===== src/shared/sgu_pkg.sv =====
// Constants, register map and field layout of the system glue unit.
// Function
// - Control bits 15 to 6 read zero and ignore writes.
// - Control bit 5 keeps debug clock on; else only while test port enabled.
// - Control bit 4 reads zero; writing one starts a chip reset.
// - Stop field 00: stop instruction enters Stop mode.
// - Stop field 01: stop instruction refused, field stays writable.
// - Stop field 10 or 11: stop refused, field locked until reset.
// - Wait field 00: wait instruction enters Wait mode.
// - Wait field 01: wait instruction refused, field stays writable.
// - Wait field 10 or 11: wait refused, field locked until reset.
// - Reset-cause flags initialised by power-on only; other resets only set.
// - Soft reset flag reads one after a software-triggered reset.
// - Watchdog flag reads one after watchdog reset; cleared by power-on or software.
// - Pin flag reads one after pin reset; cleared by power-on or software.
// - Power-on flag reads one after power-on; cleared by software.
// - Writing zero sets a reset-cause flag, writing one clears it.
// - Four scratch words reset only by power-on, kept across other resets.
package sgu_pkg;
    localparam int ADDR_W = 8;
    localparam int DATA_W = 32;
    localparam int REG_W = 16;
    localparam int IDX_W = 6;

    // Register indices; the byte address is four times the index.
    localparam logic [IDX_W-1:0] IDX_CONTROL = 6'h00;
    localparam logic [IDX_W-1:0] IDX_RST_STATUS = 6'h01;
    localparam logic [IDX_W-1:0] IDX_SCRATCH_0 = 6'h02;
    localparam logic [IDX_W-1:0] IDX_SCRATCH_3 = 6'h05;
    localparam logic [IDX_W-1:0] IDX_ID_UPPER = 6'h06;
    localparam logic [IDX_W-1:0] IDX_ID_LOWER = 6'h07;
    localparam logic [IDX_W-1:0] IDX_RESERVED = 6'h09;
    localparam logic [IDX_W-1:0] IDX_LAST_MAP = 6'h0f;
    localparam logic [IDX_W-1:0] IDX_INT_STATUS = 6'h10;
    localparam logic [IDX_W-1:0] IDX_INT_MASK = 6'h11;

    // Control register fields.
    localparam int CTL_DBG_BIT = 5;
    localparam int CTL_SWRST_BIT = 4;
    localparam int CTL_STOP_LSB = 2;
    localparam int CTL_WAIT_LSB = 0;
    localparam logic [REG_W-1:0] CTL_RESET = 16'h0000;

    // Reset-cause flag positions.
    localparam int RS_SOFT_BIT = 5;
    localparam int RS_WDOG_BIT = 4;
    localparam int RS_PIN_BIT = 3;
    localparam int RS_POR_BIT = 2;
    localparam logic [REG_W-1:0] RS_MASK = 16'h003c;
    localparam logic [REG_W-1:0] RS_POR_VALUE = 16'h0004;

    // Identification halves; values are arbitrary.
    localparam logic [REG_W-1:0] ID_UPPER_VAL = 16'h1234;
    localparam logic [REG_W-1:0] ID_LOWER_VAL = 16'h5678;

    // Plain storage registers: index, writable bits, fixed bits, reset.
    localparam int GEN_N = 7;
    localparam logic [IDX_W-1:0] GEN_IDX [GEN_N] =
        '{6'h08, 6'h0a, 6'h0b, 6'h0c, 6'h0d, 6'h0e, 6'h0f};
    localparam logic [REG_W-1:0] GEN_WMASK [GEN_N] =
        '{16'h7fa8, 16'h03ff, 16'h003f, 16'hffff, 16'h0003, 16'hffff,
          16'h0001};
    localparam logic [REG_W-1:0] GEN_FIXED [GEN_N] =
        '{16'h0000, 16'h0000, 16'h0000, 16'h0000, 16'hfffc, 16'h0000,
          16'h0000};
    localparam logic [REG_W-1:0] GEN_RESET [GEN_N] =
        '{16'h0000, 16'h0020, 16'h0000, 16'h0000, 16'h0003, 16'h0000,
          16'h0000};

    // Interrupt events.
    localparam int INT_W = 3;
    localparam int INT_STOP_BIT = 0;
    localparam int INT_WAIT_BIT = 1;
    localparam int INT_RST_BIT = 2;

    // Hold time of a chip reset issued by this unit.
    localparam int CLK_HZ = 20_000_000;
    localparam int RST_HOLD_NS = 4800;
    localparam int RST_HOLD_CYC = (RST_HOLD_NS * (CLK_HZ / 1_000_000)
        + 999) / 1000;
    localparam int HOLD_W = 8;
endpackage


===== src/hw/sgu_regs.sv =====
// System glue unit: control, reset-cause and scratch registers over APB.
//
// The APB register port was chosen for this implementation.
`timescale 1ns/1ns
module sgu_regs (
    // Clock and power-on reset.
    input wire logic MCLK,
    input wire logic RSTN,
    // APB slave.
    input wire logic PSEL,
    input wire logic PENABLE,
    input wire logic PWRITE,
    input wire logic [sgu_pkg::ADDR_W-1:0] PADDR,
    input wire logic [sgu_pkg::DATA_W-1:0] PWDATA,
    output logic [sgu_pkg::DATA_W-1:0] PRDATA,
    output logic PREADY,
    output logic PSLVERR,
    // Reset sources and chip reset request.
    input wire logic PIN_RESET_N,
    input wire logic WDOG_RESET,
    output logic SYS_RESET_N,
    // Core low-power and debug handshakes.
    input wire logic CORE_STOP_REQ,
    input wire logic CORE_WAIT_REQ,
    input wire logic CORE_TAP_EN,
    output logic STOP_ENTER,
    output logic WAIT_ENTER,
    output logic DEBUG_CLK_EN,
    // Interrupt.
    output logic IRQ
);
    localparam int REG_W = sgu_pkg::REG_W;
    localparam int GEN_N = sgu_pkg::GEN_N;
    localparam int INT_W = sgu_pkg::INT_W;
    localparam logic [sgu_pkg::HOLD_W-1:0] HOLD_LAST =
        sgu_pkg::HOLD_W'(sgu_pkg::RST_HOLD_CYC - 1);

    logic rst_meta_ff;
    logic rst_n_ff;
    logic pin_meta_ff;
    logic pin_n_ff;

    logic [REG_W-1:0] ctrl_ff;
    logic [REG_W-1:0] rsts_ff;
    logic [REG_W-1:0] scr_ff [4];
    logic [REG_W-1:0] gen_ff [GEN_N];
    logic [INT_W-1:0] int_sts_ff;
    logic [INT_W-1:0] int_mask_ff;

    logic hold_ff;
    logic [sgu_pkg::HOLD_W-1:0] hold_cnt_ff;
    logic [REG_W-1:0] nxt_rsts;
    logic [REG_W-1:0] rd_val;
    logic rd_ok;

    logic acc_phase;
    logic wr_stb;
    logic [sgu_pkg::IDX_W-1:0] idx;
    logic [REG_W-1:0] wdata;
    logic soft_req;
    logic pin_req;
    logic any_req;
    logic stop_block;
    logic wait_block;
    logic [INT_W-1:0] int_evt;

    // Power-on reset release through two flops.
    always_ff @(posedge MCLK or negedge RSTN) begin
        if (!RSTN) begin
            rst_meta_ff <= 1'b0;
            rst_n_ff <= 1'b0;
        end else begin
            rst_meta_ff <= 1'b1;
            rst_n_ff <= rst_meta_ff;
        end
    end

    // External reset pin synchroniser.
    always_ff @(posedge MCLK or negedge rst_n_ff) begin
        if (!rst_n_ff) begin
            pin_meta_ff <= 1'b1;
            pin_n_ff <= 1'b1;
        end else begin
            pin_meta_ff <= PIN_RESET_N;
            pin_n_ff <= pin_meta_ff;
        end
    end

    function automatic logic idx_mapped(input logic [sgu_pkg::IDX_W-1:0] i);
        idx_mapped = (i <= sgu_pkg::IDX_LAST_MAP)
            || (i == sgu_pkg::IDX_INT_STATUS)
            || (i == sgu_pkg::IDX_INT_MASK);
    endfunction

    assign idx = PADDR[sgu_pkg::ADDR_W-1:2];
    assign wdata = PWDATA[REG_W-1:0];
    assign acc_phase = PSEL && PENABLE;
    assign wr_stb = acc_phase && PREADY && PWRITE && !PSLVERR;

    // A one written to the trigger bit starts a chip reset.
    assign soft_req = wr_stb && (idx == sgu_pkg::IDX_CONTROL)
        && wdata[sgu_pkg::CTL_SWRST_BIT];
    assign pin_req = !pin_n_ff;
    assign any_req = soft_req || pin_req || WDOG_RESET;

    // Chip reset hold; a live pin keeps restarting the count.
    always_ff @(posedge MCLK or negedge rst_n_ff) begin
        if (!rst_n_ff) begin
            hold_ff <= 1'b0;
            hold_cnt_ff <= '0;
        end else if (any_req) begin
            hold_ff <= 1'b1;
            hold_cnt_ff <= '0;
        end else if (hold_ff) begin
            if (hold_cnt_ff == HOLD_LAST) begin
                hold_ff <= 1'b0;
            end
            hold_cnt_ff <= hold_cnt_ff + 1'b1;
        end
    end

    always_ff @(posedge MCLK or negedge rst_n_ff) begin
        if (!rst_n_ff) begin
            SYS_RESET_N <= 1'b0;
        end else begin
            SYS_RESET_N <= !(hold_ff || any_req);
        end
    end

    // Control register, cleared by every kind of reset.
    always_ff @(posedge MCLK or negedge rst_n_ff) begin
        if (!rst_n_ff) begin
            ctrl_ff <= sgu_pkg::CTL_RESET;
        end else if (hold_ff || any_req) begin
            ctrl_ff <= sgu_pkg::CTL_RESET;
        end else if (wr_stb && idx == sgu_pkg::IDX_CONTROL) begin
            ctrl_ff[sgu_pkg::CTL_DBG_BIT] <=
                wdata[sgu_pkg::CTL_DBG_BIT];
            if (!ctrl_ff[sgu_pkg::CTL_STOP_LSB+1]) begin
                ctrl_ff[sgu_pkg::CTL_STOP_LSB +: 2] <=
                    wdata[sgu_pkg::CTL_STOP_LSB +: 2];
            end
            if (!ctrl_ff[sgu_pkg::CTL_WAIT_LSB+1]) begin
                ctrl_ff[sgu_pkg::CTL_WAIT_LSB +: 2] <=
                    wdata[sgu_pkg::CTL_WAIT_LSB +: 2];
            end
        end
    end

    // Reset-cause flags: hardware set wins over a software clear.
    always_comb begin
        nxt_rsts = rsts_ff;
        if (wr_stb && idx == sgu_pkg::IDX_RST_STATUS) begin
            nxt_rsts = ~wdata;
        end
        if (soft_req) begin
            nxt_rsts[sgu_pkg::RS_SOFT_BIT] = 1'b1;
        end
        if (WDOG_RESET) begin
            nxt_rsts[sgu_pkg::RS_WDOG_BIT] = 1'b1;
        end
        if (pin_req) begin
            nxt_rsts[sgu_pkg::RS_PIN_BIT] = 1'b1;
        end
        nxt_rsts = nxt_rsts & sgu_pkg::RS_MASK;
    end

    always_ff @(posedge MCLK or negedge rst_n_ff) begin
        if (!rst_n_ff) begin
            rsts_ff <= sgu_pkg::RS_POR_VALUE;
        end else begin
            rsts_ff <= nxt_rsts;
        end
    end

    // Scratch words: only the power-on reset touches them.
    genvar g;
    generate
        for (g = 0; g < 4; g++) begin : g_scr
            always_ff @(posedge MCLK or negedge rst_n_ff) begin
                if (!rst_n_ff) begin
                    scr_ff[g] <= '0;
                end else if (wr_stb && idx ==
                        sgu_pkg::IDX_SCRATCH_0 + sgu_pkg::IDX_W'(g)) begin
                    scr_ff[g] <= wdata;
                end
            end
        end
        for (g = 0; g < GEN_N; g++) begin : g_gen
            always_ff @(posedge MCLK or negedge rst_n_ff) begin
                if (!rst_n_ff) begin
                    gen_ff[g] <= sgu_pkg::GEN_RESET[g];
                end else if (hold_ff || any_req) begin
                    gen_ff[g] <= sgu_pkg::GEN_RESET[g];
                end else if (wr_stb && idx == sgu_pkg::GEN_IDX[g]) begin
                    gen_ff[g] <= (wdata & sgu_pkg::GEN_WMASK[g])
                        | sgu_pkg::GEN_FIXED[g];
                end
            end
        end
    endgenerate

    // Stop and wait gating; a disabled field refuses the instruction.
    assign stop_block = |ctrl_ff[sgu_pkg::CTL_STOP_LSB +: 2];
    assign wait_block = |ctrl_ff[sgu_pkg::CTL_WAIT_LSB +: 2];

    always_ff @(posedge MCLK or negedge rst_n_ff) begin
        if (!rst_n_ff) begin
            STOP_ENTER <= 1'b0;
            WAIT_ENTER <= 1'b0;
            DEBUG_CLK_EN <= 1'b0;
        end else begin
            STOP_ENTER <= CORE_STOP_REQ && !stop_block;
            WAIT_ENTER <= CORE_WAIT_REQ && !wait_block;
            DEBUG_CLK_EN <= ctrl_ff[sgu_pkg::CTL_DBG_BIT]
                || CORE_TAP_EN;
        end
    end

    // Interrupt status: write one to clear, a new event wins.
    always_comb begin
        int_evt = '0;
        int_evt[sgu_pkg::INT_STOP_BIT] = CORE_STOP_REQ && stop_block;
        int_evt[sgu_pkg::INT_WAIT_BIT] = CORE_WAIT_REQ && wait_block;
        int_evt[sgu_pkg::INT_RST_BIT] = hold_ff && !any_req
            && hold_cnt_ff == HOLD_LAST;
    end

    always_ff @(posedge MCLK or negedge rst_n_ff) begin
        if (!rst_n_ff) begin
            int_sts_ff <= '0;
        end else if (wr_stb && idx == sgu_pkg::IDX_INT_STATUS) begin
            int_sts_ff <= (int_sts_ff & ~wdata[INT_W-1:0]) | int_evt;
        end else begin
            int_sts_ff <= int_sts_ff | int_evt;
        end
    end

    always_ff @(posedge MCLK or negedge rst_n_ff) begin
        if (!rst_n_ff) begin
            int_mask_ff <= '0;
        end else if (wr_stb && idx == sgu_pkg::IDX_INT_MASK) begin
            int_mask_ff <= wdata[INT_W-1:0];
        end
    end

    always_ff @(posedge MCLK or negedge rst_n_ff) begin
        if (!rst_n_ff) begin
            IRQ <= 1'b0;
        end else begin
            IRQ <= |(int_sts_ff & int_mask_ff);
        end
    end

    // Read multiplexer.
    always_comb begin
        rd_val = '0;
        rd_ok = idx_mapped(idx) && (PADDR[1:0] == 2'b00);
        if (idx == sgu_pkg::IDX_CONTROL) begin
            // Trigger bit and the upper bits read as zero.
            rd_val = {10'h000, ctrl_ff[sgu_pkg::CTL_DBG_BIT], 1'b0,
                ctrl_ff[3:0]};
        end else if (idx == sgu_pkg::IDX_RST_STATUS) begin
            rd_val = rsts_ff;
        end else if (idx >= sgu_pkg::IDX_SCRATCH_0
                && idx <= sgu_pkg::IDX_SCRATCH_3) begin
            rd_val = scr_ff[2'(idx - sgu_pkg::IDX_SCRATCH_0)];
        end else if (idx == sgu_pkg::IDX_ID_UPPER) begin
            rd_val = sgu_pkg::ID_UPPER_VAL;
        end else if (idx == sgu_pkg::IDX_ID_LOWER) begin
            rd_val = sgu_pkg::ID_LOWER_VAL;
        end else if (idx == sgu_pkg::IDX_INT_STATUS) begin
            rd_val = {13'h0000, int_sts_ff};
        end else if (idx == sgu_pkg::IDX_INT_MASK) begin
            rd_val = {13'h0000, int_mask_ff};
        end else begin
            for (int i = 0; i < GEN_N; i++) begin
                if (idx == sgu_pkg::GEN_IDX[i]) begin
                    rd_val = gen_ff[i];
                end
            end
        end
    end

    // APB answer: one wait cycle, then PREADY for one cycle.
    always_ff @(posedge MCLK or negedge rst_n_ff) begin
        if (!rst_n_ff) begin
            PREADY <= 1'b0;
            PSLVERR <= 1'b0;
            PRDATA <= '0;
        end else if (acc_phase && !PREADY) begin
            PREADY <= 1'b1;
            PSLVERR <= !rd_ok;
            PRDATA <= (rd_ok && !PWRITE) ? {16'h0000, rd_val} : '0;
        end else begin
            PREADY <= 1'b0;
            PSLVERR <= 1'b0;
        end
    end
endmodule


===== config.mk =====
export PLATFORM = sky130hd
export DESIGN_NAME = sgu_regs
export DESIGN_NICKNAME = d
export VERILOG_FILES = /design/src/shared/sgu_pkg.sv /design/src/hw/sgu_regs.sv
export SDC_FILE = /design/constraint.sdc
export NUM_CORES = 1
export LEC_CHECK = 0
export BUFFER_PORTS_ARGS = -buffer_cell sky130_fd_sc_hd__buf_2
export CELL_PAD_IN_SITES_DETAIL_PLACEMENT = 0
export CELL_PAD_IN_SITES_GLOBAL_PLACEMENT = 1
export CORE_MARGIN = 10
export CORE_UTILIZATION = 53
export CTS_BUF_LIST = sky130_fd_sc_hd__clkbuf_4 sky130_fd_sc_hd__clkbuf_8
export DETAILED_ROUTE_END_ITERATION = 6
export PLACE_DENSITY = 0.91
export SKIP_CTS_REPAIR_TIMING = 1
export SKIP_LAST_GASP = 1
export SYNTH_ARGS = -nofsm -noshare
export SYNTH_HDL_FRONTEND = slang
export SYNTH_SLANG_ARGS = --single-unit
export TNS_END_PERCENT = 5

===== constraint.sdc =====
create_clock -name MCLK -period 13.6 [get_ports MCLK]
set_clock_uncertainty 0.1 [all_clocks]
set_input_delay 2.04 -clock MCLK [delete_from_list [all_inputs] [get_ports MCLK]]
set_output_delay 2.04 -clock MCLK [all_outputs]
set_load 0.01 [all_outputs]

==> results of run 1 <==
[layout make-up]
type | instances | area [um^2]
repair buffers | 61 | 318
multi-input cells | 519 | 3940
flip-flops and latches | 177 | 4440
inverters | 11 | 41.3
clock inverters | 10 | 135
fillers | 1316 | 6640
well taps | 216 | 270
clock buffers | 21 | 277
[metal layers]
layer / part of all wire [%] / vias to the layer above / GRT usage, %
li1: - / 2746 / -
met1: 42 / 3173 / 27.9
met2: 48 / 308 / 32.1
met3: 8.7 / 30 / 4.70
met4: 1.7 / 0 / 6.59
met5: 0 / - / 0
[critical path: stages]
cell       delay (ns)
buf_2            0.32
nand4bb_1        0.51
nor3_4           0.66
nor2b_2          1.13
mux2i_1          0.31
nor2_1           0.07
[stage by stage]
step           utilization [%]  hold WS, ns
3_5_place_dp              56.1        0.236
5_1_grt                   58.7        0.263
3_3_place_gp              56.1        0.235
2_1_floorplan                -        0.231
6_report                  58.7        0.248
4_1_cts                   58.7        0.255
[flip-flops by register name, summed over array words and instances, names as in the netlist, 3 cells and up]
register     count
rsts_ff          4
hold_cnt_ff      8
ctrl_ff          5
int_mask_ff      3
PRDATA          16
scr_ff          64
int_sts_ff       3
gen_ff          62
[power groups by stage]
stage / clock (W) / combinational [W] / sequential [W]
finish: 0.000380 / 0.0000604 / 0.000535
global route: 0.000404 / 0.0000656 / 0.000536
CTS: 0.000384 / 0.0000598 / 0.000535
detailed placement: 0 / 0.0000595 / 0.000546
global placement: 0 / 0.0000578 / 0.000545
floorplan: 0 / 0.0000365 / 0.000550
[how the worst min path moves through the flow]
stage / endpoint / startpoint / cells after the start
2_1_floorplan: rst_n_ff / rst_meta_ff / 0
3_3_place_gp: rst_n_ff / rst_meta_ff / 0
3_5_place_dp: rst_n_ff / rst_meta_ff / 0
4_1_cts: rst_n_ff / rst_meta_ff / 0
5_1_grt: rst_n_ff / rst_meta_ff / 0
6_report: scr_ff[3] / rst_n_ff / 0
[cells by family (layout without fill, tap and decap cells)]
family                   Yosys count  count (layout)  share of synthesized area, %
multiplexers                     155             155                          20.9
buffers and inverters             78             103                          5.05
other                              2              17                        0.0858
flip-flops                       177             177                          50.7
AO/OA/AOI/OAI                    120             120                          9.94
XOR/XNOR                           9               9                         0.901
adder cells (fa/ha/maj)            1               1                         0.143
AND/OR/NAND/NOR                  217             217                          12.3
[placed cells by master (no fill, tap or decap), types with 10 or more instances in the layout]
cell      Yosys  routed
a21oi_1      19      19
buf_2        20      56
clkbuf_8      0      19
conb_1        2      17
dfrtp_1     171     170
inv_1        10      10
mux2_2       65      65
mux2i_1      69      69
mux4_2       15      15
nand2_1      38      38
nand3_1      12      12
nor2_1      101     101
nor3_1       14      13
o21ai_0      28      28
==> metrics.yaml, run 1 <==
outcome: "complete, no violations"
areaGrowthSynthToFinish_pct: 7.65
routed_wl_um: 22600
fin_setup_tns_ns: 0
place_ws_ns: 8.41
min_period_ns: 4.83
ir_worst_vdd_mv: 0.0601
clk_pin_slew_ns: 0.09
fp.dieH_um: 149
power_leakage_nw: 4.17
power_density_nw_per_um2: 103
synthCells: 759
power_frac_seq_pct: 54.9
synth.cell_area_um2: 8750
reg2regPathDepth: 5
max_freq_mhz: 207
route.detailed.drc: 0
n_antenna_cell: 0
finalCritPeriodShare_pct: 35.5
rr_endpoint: "gen_ff[81]"
setup.worst_path.class: "input pin to register"
nNetsFinal: 838
drt_iter0_drc: 766
p_clk_share_pct: 38.9
r2r_slack_ns: 10.68
detail_route.wl_per_cell_um: 22.2
p_int_w: 0.000741
ys_ff_latch: 177
avgSynthCellArea_um2: 11.5
drv_cap: 0
required_ns: 13.82
end_kind: "register"
numCtsBuffers: 17
endpoint: "gen_ff[50]"
die_x_um: 149
ys_types: 78
synthArstFlopShare_pct: 100
cts_sinks: 177
worst-path-max-fanout: 18
grt_usage_pct: 20.6
arrival_ns: 5.05
p_sw_w: 0.000234
grt_max_degree: 75
post-dp-hpwl_um: 14800
overflow: 0
place.gp.congestion: 0.949
worstMarginPinSlew_ns: 1.29
postRouteAntennaNets: 0
numPortBuffers: 56
switching_share_pct: 24.0
firstDrtPassIters: 7
maxSlewViolCount: 0
yosys-top-cells-area: "dfrtp_1, mux2_2, mux2i_1"
cts_tree: "done"
die-area_um2: 22100
final_cells: 1015
num_io_pins: 89
vias_per_cell: 6.16
yosys.area.top_type: "dfrtp_1"
yosysMostFrequentCell: "dfrtp_1"
core_region_area_um2: 16100
grt_pass1_vias: 6196
drive_gt1_share_pct: 25.9
min_path_type: "register to asynchronous set/reset pin"
finalHoldViolCount: 0
placed_cells: 984
rsz0062_at_grt: "false"
finalSetupViolations: 0
h-tree-depth: 4
reg2reg_from: "PSLVERR"
start_util_pct: 54.5
power.total_w: 0.000975
clock_latency_ns: 0.46
final_area_um2: 9420
timing.final.ws_setup_ns: 8.77
yosys_warnings: 0
row_count: 46
slew_headroom_pct: 13.7
clock_path_buffers: 2
p_comb_share_pct: 6.2
synth-main-ff-cell: "dfrtp_1"
yosysTopAreaCellShare_pct: 48.9
ctsRootBufferMaster: "clkbuf_8"
ys_seq_area_share_pct: 50.7
start_kind: "input pin"
vias: 6257
synth_edf_count: 0
synth_common_cells: "dfrtp_1, nor2_1, mux2i_1"
crit_start: "PADDR[4]"
placed_cell_area_um2: 9010
antenna_found_initial: 0
grt_pass1_wl_um: 35600
Note: power is estimated with default switching activity, not from simulation.
==> run 2, diff against run 1 <==
--- a/config.mk
+++ b/config.mk
@@ -9,10 +9,10 @@
 export CELL_PAD_IN_SITES_DETAIL_PLACEMENT = 0
 export CELL_PAD_IN_SITES_GLOBAL_PLACEMENT = 1
 export CORE_MARGIN = 10
-export CORE_UTILIZATION = 53
+export CORE_UTILIZATION = 44
 export CTS_BUF_LIST = sky130_fd_sc_hd__clkbuf_4 sky130_fd_sc_hd__clkbuf_8
 export DETAILED_ROUTE_END_ITERATION = 6
-export PLACE_DENSITY = 0.91
+export PLACE_DENSITY = 0.81
 export SKIP_CTS_REPAIR_TIMING = 1
 export SKIP_LAST_GASP = 1
 export SYNTH_ARGS = -nofsm -noshare
==> constraint.sdc (replaced) <==
create_clock -name MCLK -period 4 [get_ports MCLK]
set_clock_uncertainty 0.1 [all_clocks]
set_input_delay 0.6 -clock MCLK [delete_from_list [all_inputs] [get_ports MCLK]]
set_output_delay 0.6 -clock MCLK [all_outputs]
set_load 0.01 [all_outputs]
==> run 2 against run 1 <==
Critical path depth unchanged. Register-to-register slack worse by 9.0 ns. Total power rose to 3.3 times the previous value. Die area up 18%. Clock power grew to 3.2 times the previous value. Setup slack worse by 7.4 ns.
==> metrics.yaml, run 2 (same netlist as run 1, synthesis figures left out) <==
outcome: "complete, no violations"
drv_cap: 0  # unchanged
ctsRootBufferMaster: "clkbuf_8"
top_register: "scr_ff"
power_frac_seq_pct: 56.2  # +1.3 points
critical_path_buf_inv_count: 1  # unchanged
drive_gt1_share_pct: 26.9  # +0.97 points
power_density_nw_per_um2: 338  # +230%
p_sw_w: 0.000846  # +260%
clock_latency_ns: 0.46  # about the same
power_leakage_nw: 4.21  # +1.1%
ir_worst_vdd_mv: 0.179  # +200%
clk_pin_slew_ns: 0.08  # about the same
row_count: 51  # +11%
max_stage_delay_ns: 0.66  # -0.47 ns
clock_path_buffers: 2  # unchanged
cts_sinks: 177  # unchanged
top_regs: "scr_ff x64, gen_ff x62, PRDATA x16"
detail_route.wl_per_cell_um: 20.9  # -6.2%
firstDrtPassIters: 5  # -2
critPathTopFamily: "simple AND/OR/NAND/NOR gates"
routed_wl_um: 22500  # -0.51%
start_kind: "input pin"
p_comb_share_pct: 6.5  # +0.3 points
vias_per_cell: 5.64  # -8.6%
maxSlewViolCount: 0  # unchanged
min_period_ns: 2.60
worst-path-max-fanout: 29  # +11
grt_pass1_wl_um: 36300  # +1.8%
fin_setup_tns_ns: 0  # unchanged
cp_slowest_cell: "buf_2"
placed_cells: 1043  # +6.0%
numPortBuffers: 56  # unchanged
slew_headroom_pct: 39.1  # +25 points
fp.dieH_um: 161  # +8.4%
die-area_um2: 25900  # +18%
max_freq_mhz: 384
required_ns: 4.23  # -9.59 ns
start_util_pct: 44.8  # -9.7 points
die_x_um: 161  # +8.4%
grt_pass1_vias: 6169  # -0.44%
postRouteAntennaNets: 0  # unchanged
layout_common_cells: "dfrtp_1, nor2_1, mux2i_1, mux2_2, buf_2"
route.detailed.drc: 0  # unchanged
worstMarginPinSlew_ns: 0.911  # -0.379 ns
vias: 6065  # -3.1%
p_int_w: 0.00239  # +220%
cp_cell_sequence: "buf_2 > nor2b_1 > nand2_2 > nor2_4 > mux2i_1 > nor2_1"
final_cells: 1076  # +6.0%
antenna_found_initial: 0  # unchanged
grt_max_degree: 66  # -12%
finalCritPeriodShare_pct: 65.1
overflow: 0  # unchanged
switching_share_pct: 26.1  # +2.2 points
num_io_pins: 89  # unchanged
p_clk_share_pct: 37.3  # -1.6 points
numCtsBuffers: 17  # unchanged
setup.worst_path.class: "input pin to register"
core_region_area_um2: 19500  # +22%
largest_reg_flops: 64  # unchanged
n_antenna_cell: 0  # unchanged
h-tree-depth: 4  # unchanged
end_kind: "register"
cts_tree: "done"
power.total_w: 0.00324  # +230%
finalHoldViolCount: 0  # unchanged
drt_iter0_drc: 527  # -31%
hold_ws_ns: 0.138  # -0.110 ns
finalSetupViolations: 0  # unchanged
layout_commonest_cell: "dfrtp_1"
grt_usage_pct: 17.7  # -2.9 points
post-dp-hpwl_um: 15000  # +1.3%
rsz0062_at_grt: "false"
areaGrowthSynthToFinish_pct: 9.56
place.gp.congestion: 0.864  # -9.0%
arrival_ns: 2.83  # -2.22 ns
nNetsFinal: 849  # +1.3%
min_path_type: "input pin to register"
[run 2: metal layers]
| metal | wire length, um | global-route usage (%) |
|---|---|---|
| met1 | 10600 | 25.1 |
| met2 | 10100 | 26.4 |
| met3 | 1440 | 4.25 |
| met4 | 348 | 4.88 |
| met5 | 0 | 0 |
[run 2: cell type report]
| class | count | area, um^2 |
|---|---|---|
| fill | 1830 | 9940 |
| sequential | 177 | 4440 |
| multi-input combinational | 519 | 3940 |
| timing repair buffer | 72 | 453 |
| tap | 265 | 332 |
| clock buffer | 19 | 255 |
| clock inverter | 13 | 128 |
| inverter | 11 | 41.3 |
[run 2: path summary, 6_finish.rpt]
check | depth (start not counted) | endpoint | startpoint | slack (ns)
setup / recovery | 6 | gen_ff[20] | PADDR[3] | 1.40
hold / removal | 1 | pin_meta_ff | PIN_RESET_N | 0.14
setup reg to reg | 5 | PRDATA[4] | PREADY | 1.67
hold reg to reg | 0 | pin_n_ff | pin_meta_ff | 0.25
max in group asynchronous | 1 | rsts_ff[2] | rst_n_ff | 2.40
min in group asynchronous | 0 | hold_cnt_ff[2] | rst_n_ff | 0.33
[run 2: per-stage QoR]
stage / util, % / worst slack (ns) / cell area, um^2
floorplan: - / 0.982 / 8810
global placement: 47.1 / 1.01 / 9200
detailed placement: 47.1 / 0.964 / 9200
CTS: 49.1 / 1.47 / 9580
global route: 49.1 / 1.30 / 9590
finish: 49.1 / 1.40 / 9590
[run 2: power groups by stage]
stage / Combinational (W) / Clock [W] / Sequential, W
CTS: 0.000210 / 0.00124 / 0.00182
finish: 0.000211 / 0.00121 / 0.00182
global route: 0.000231 / 0.00131 / 0.00183
global placement: 0.000208 / 0 / 0.00186
floorplan: 0.000124 / 0 / 0.00187
detailed placement: 0.000209 / 0 / 0.00186
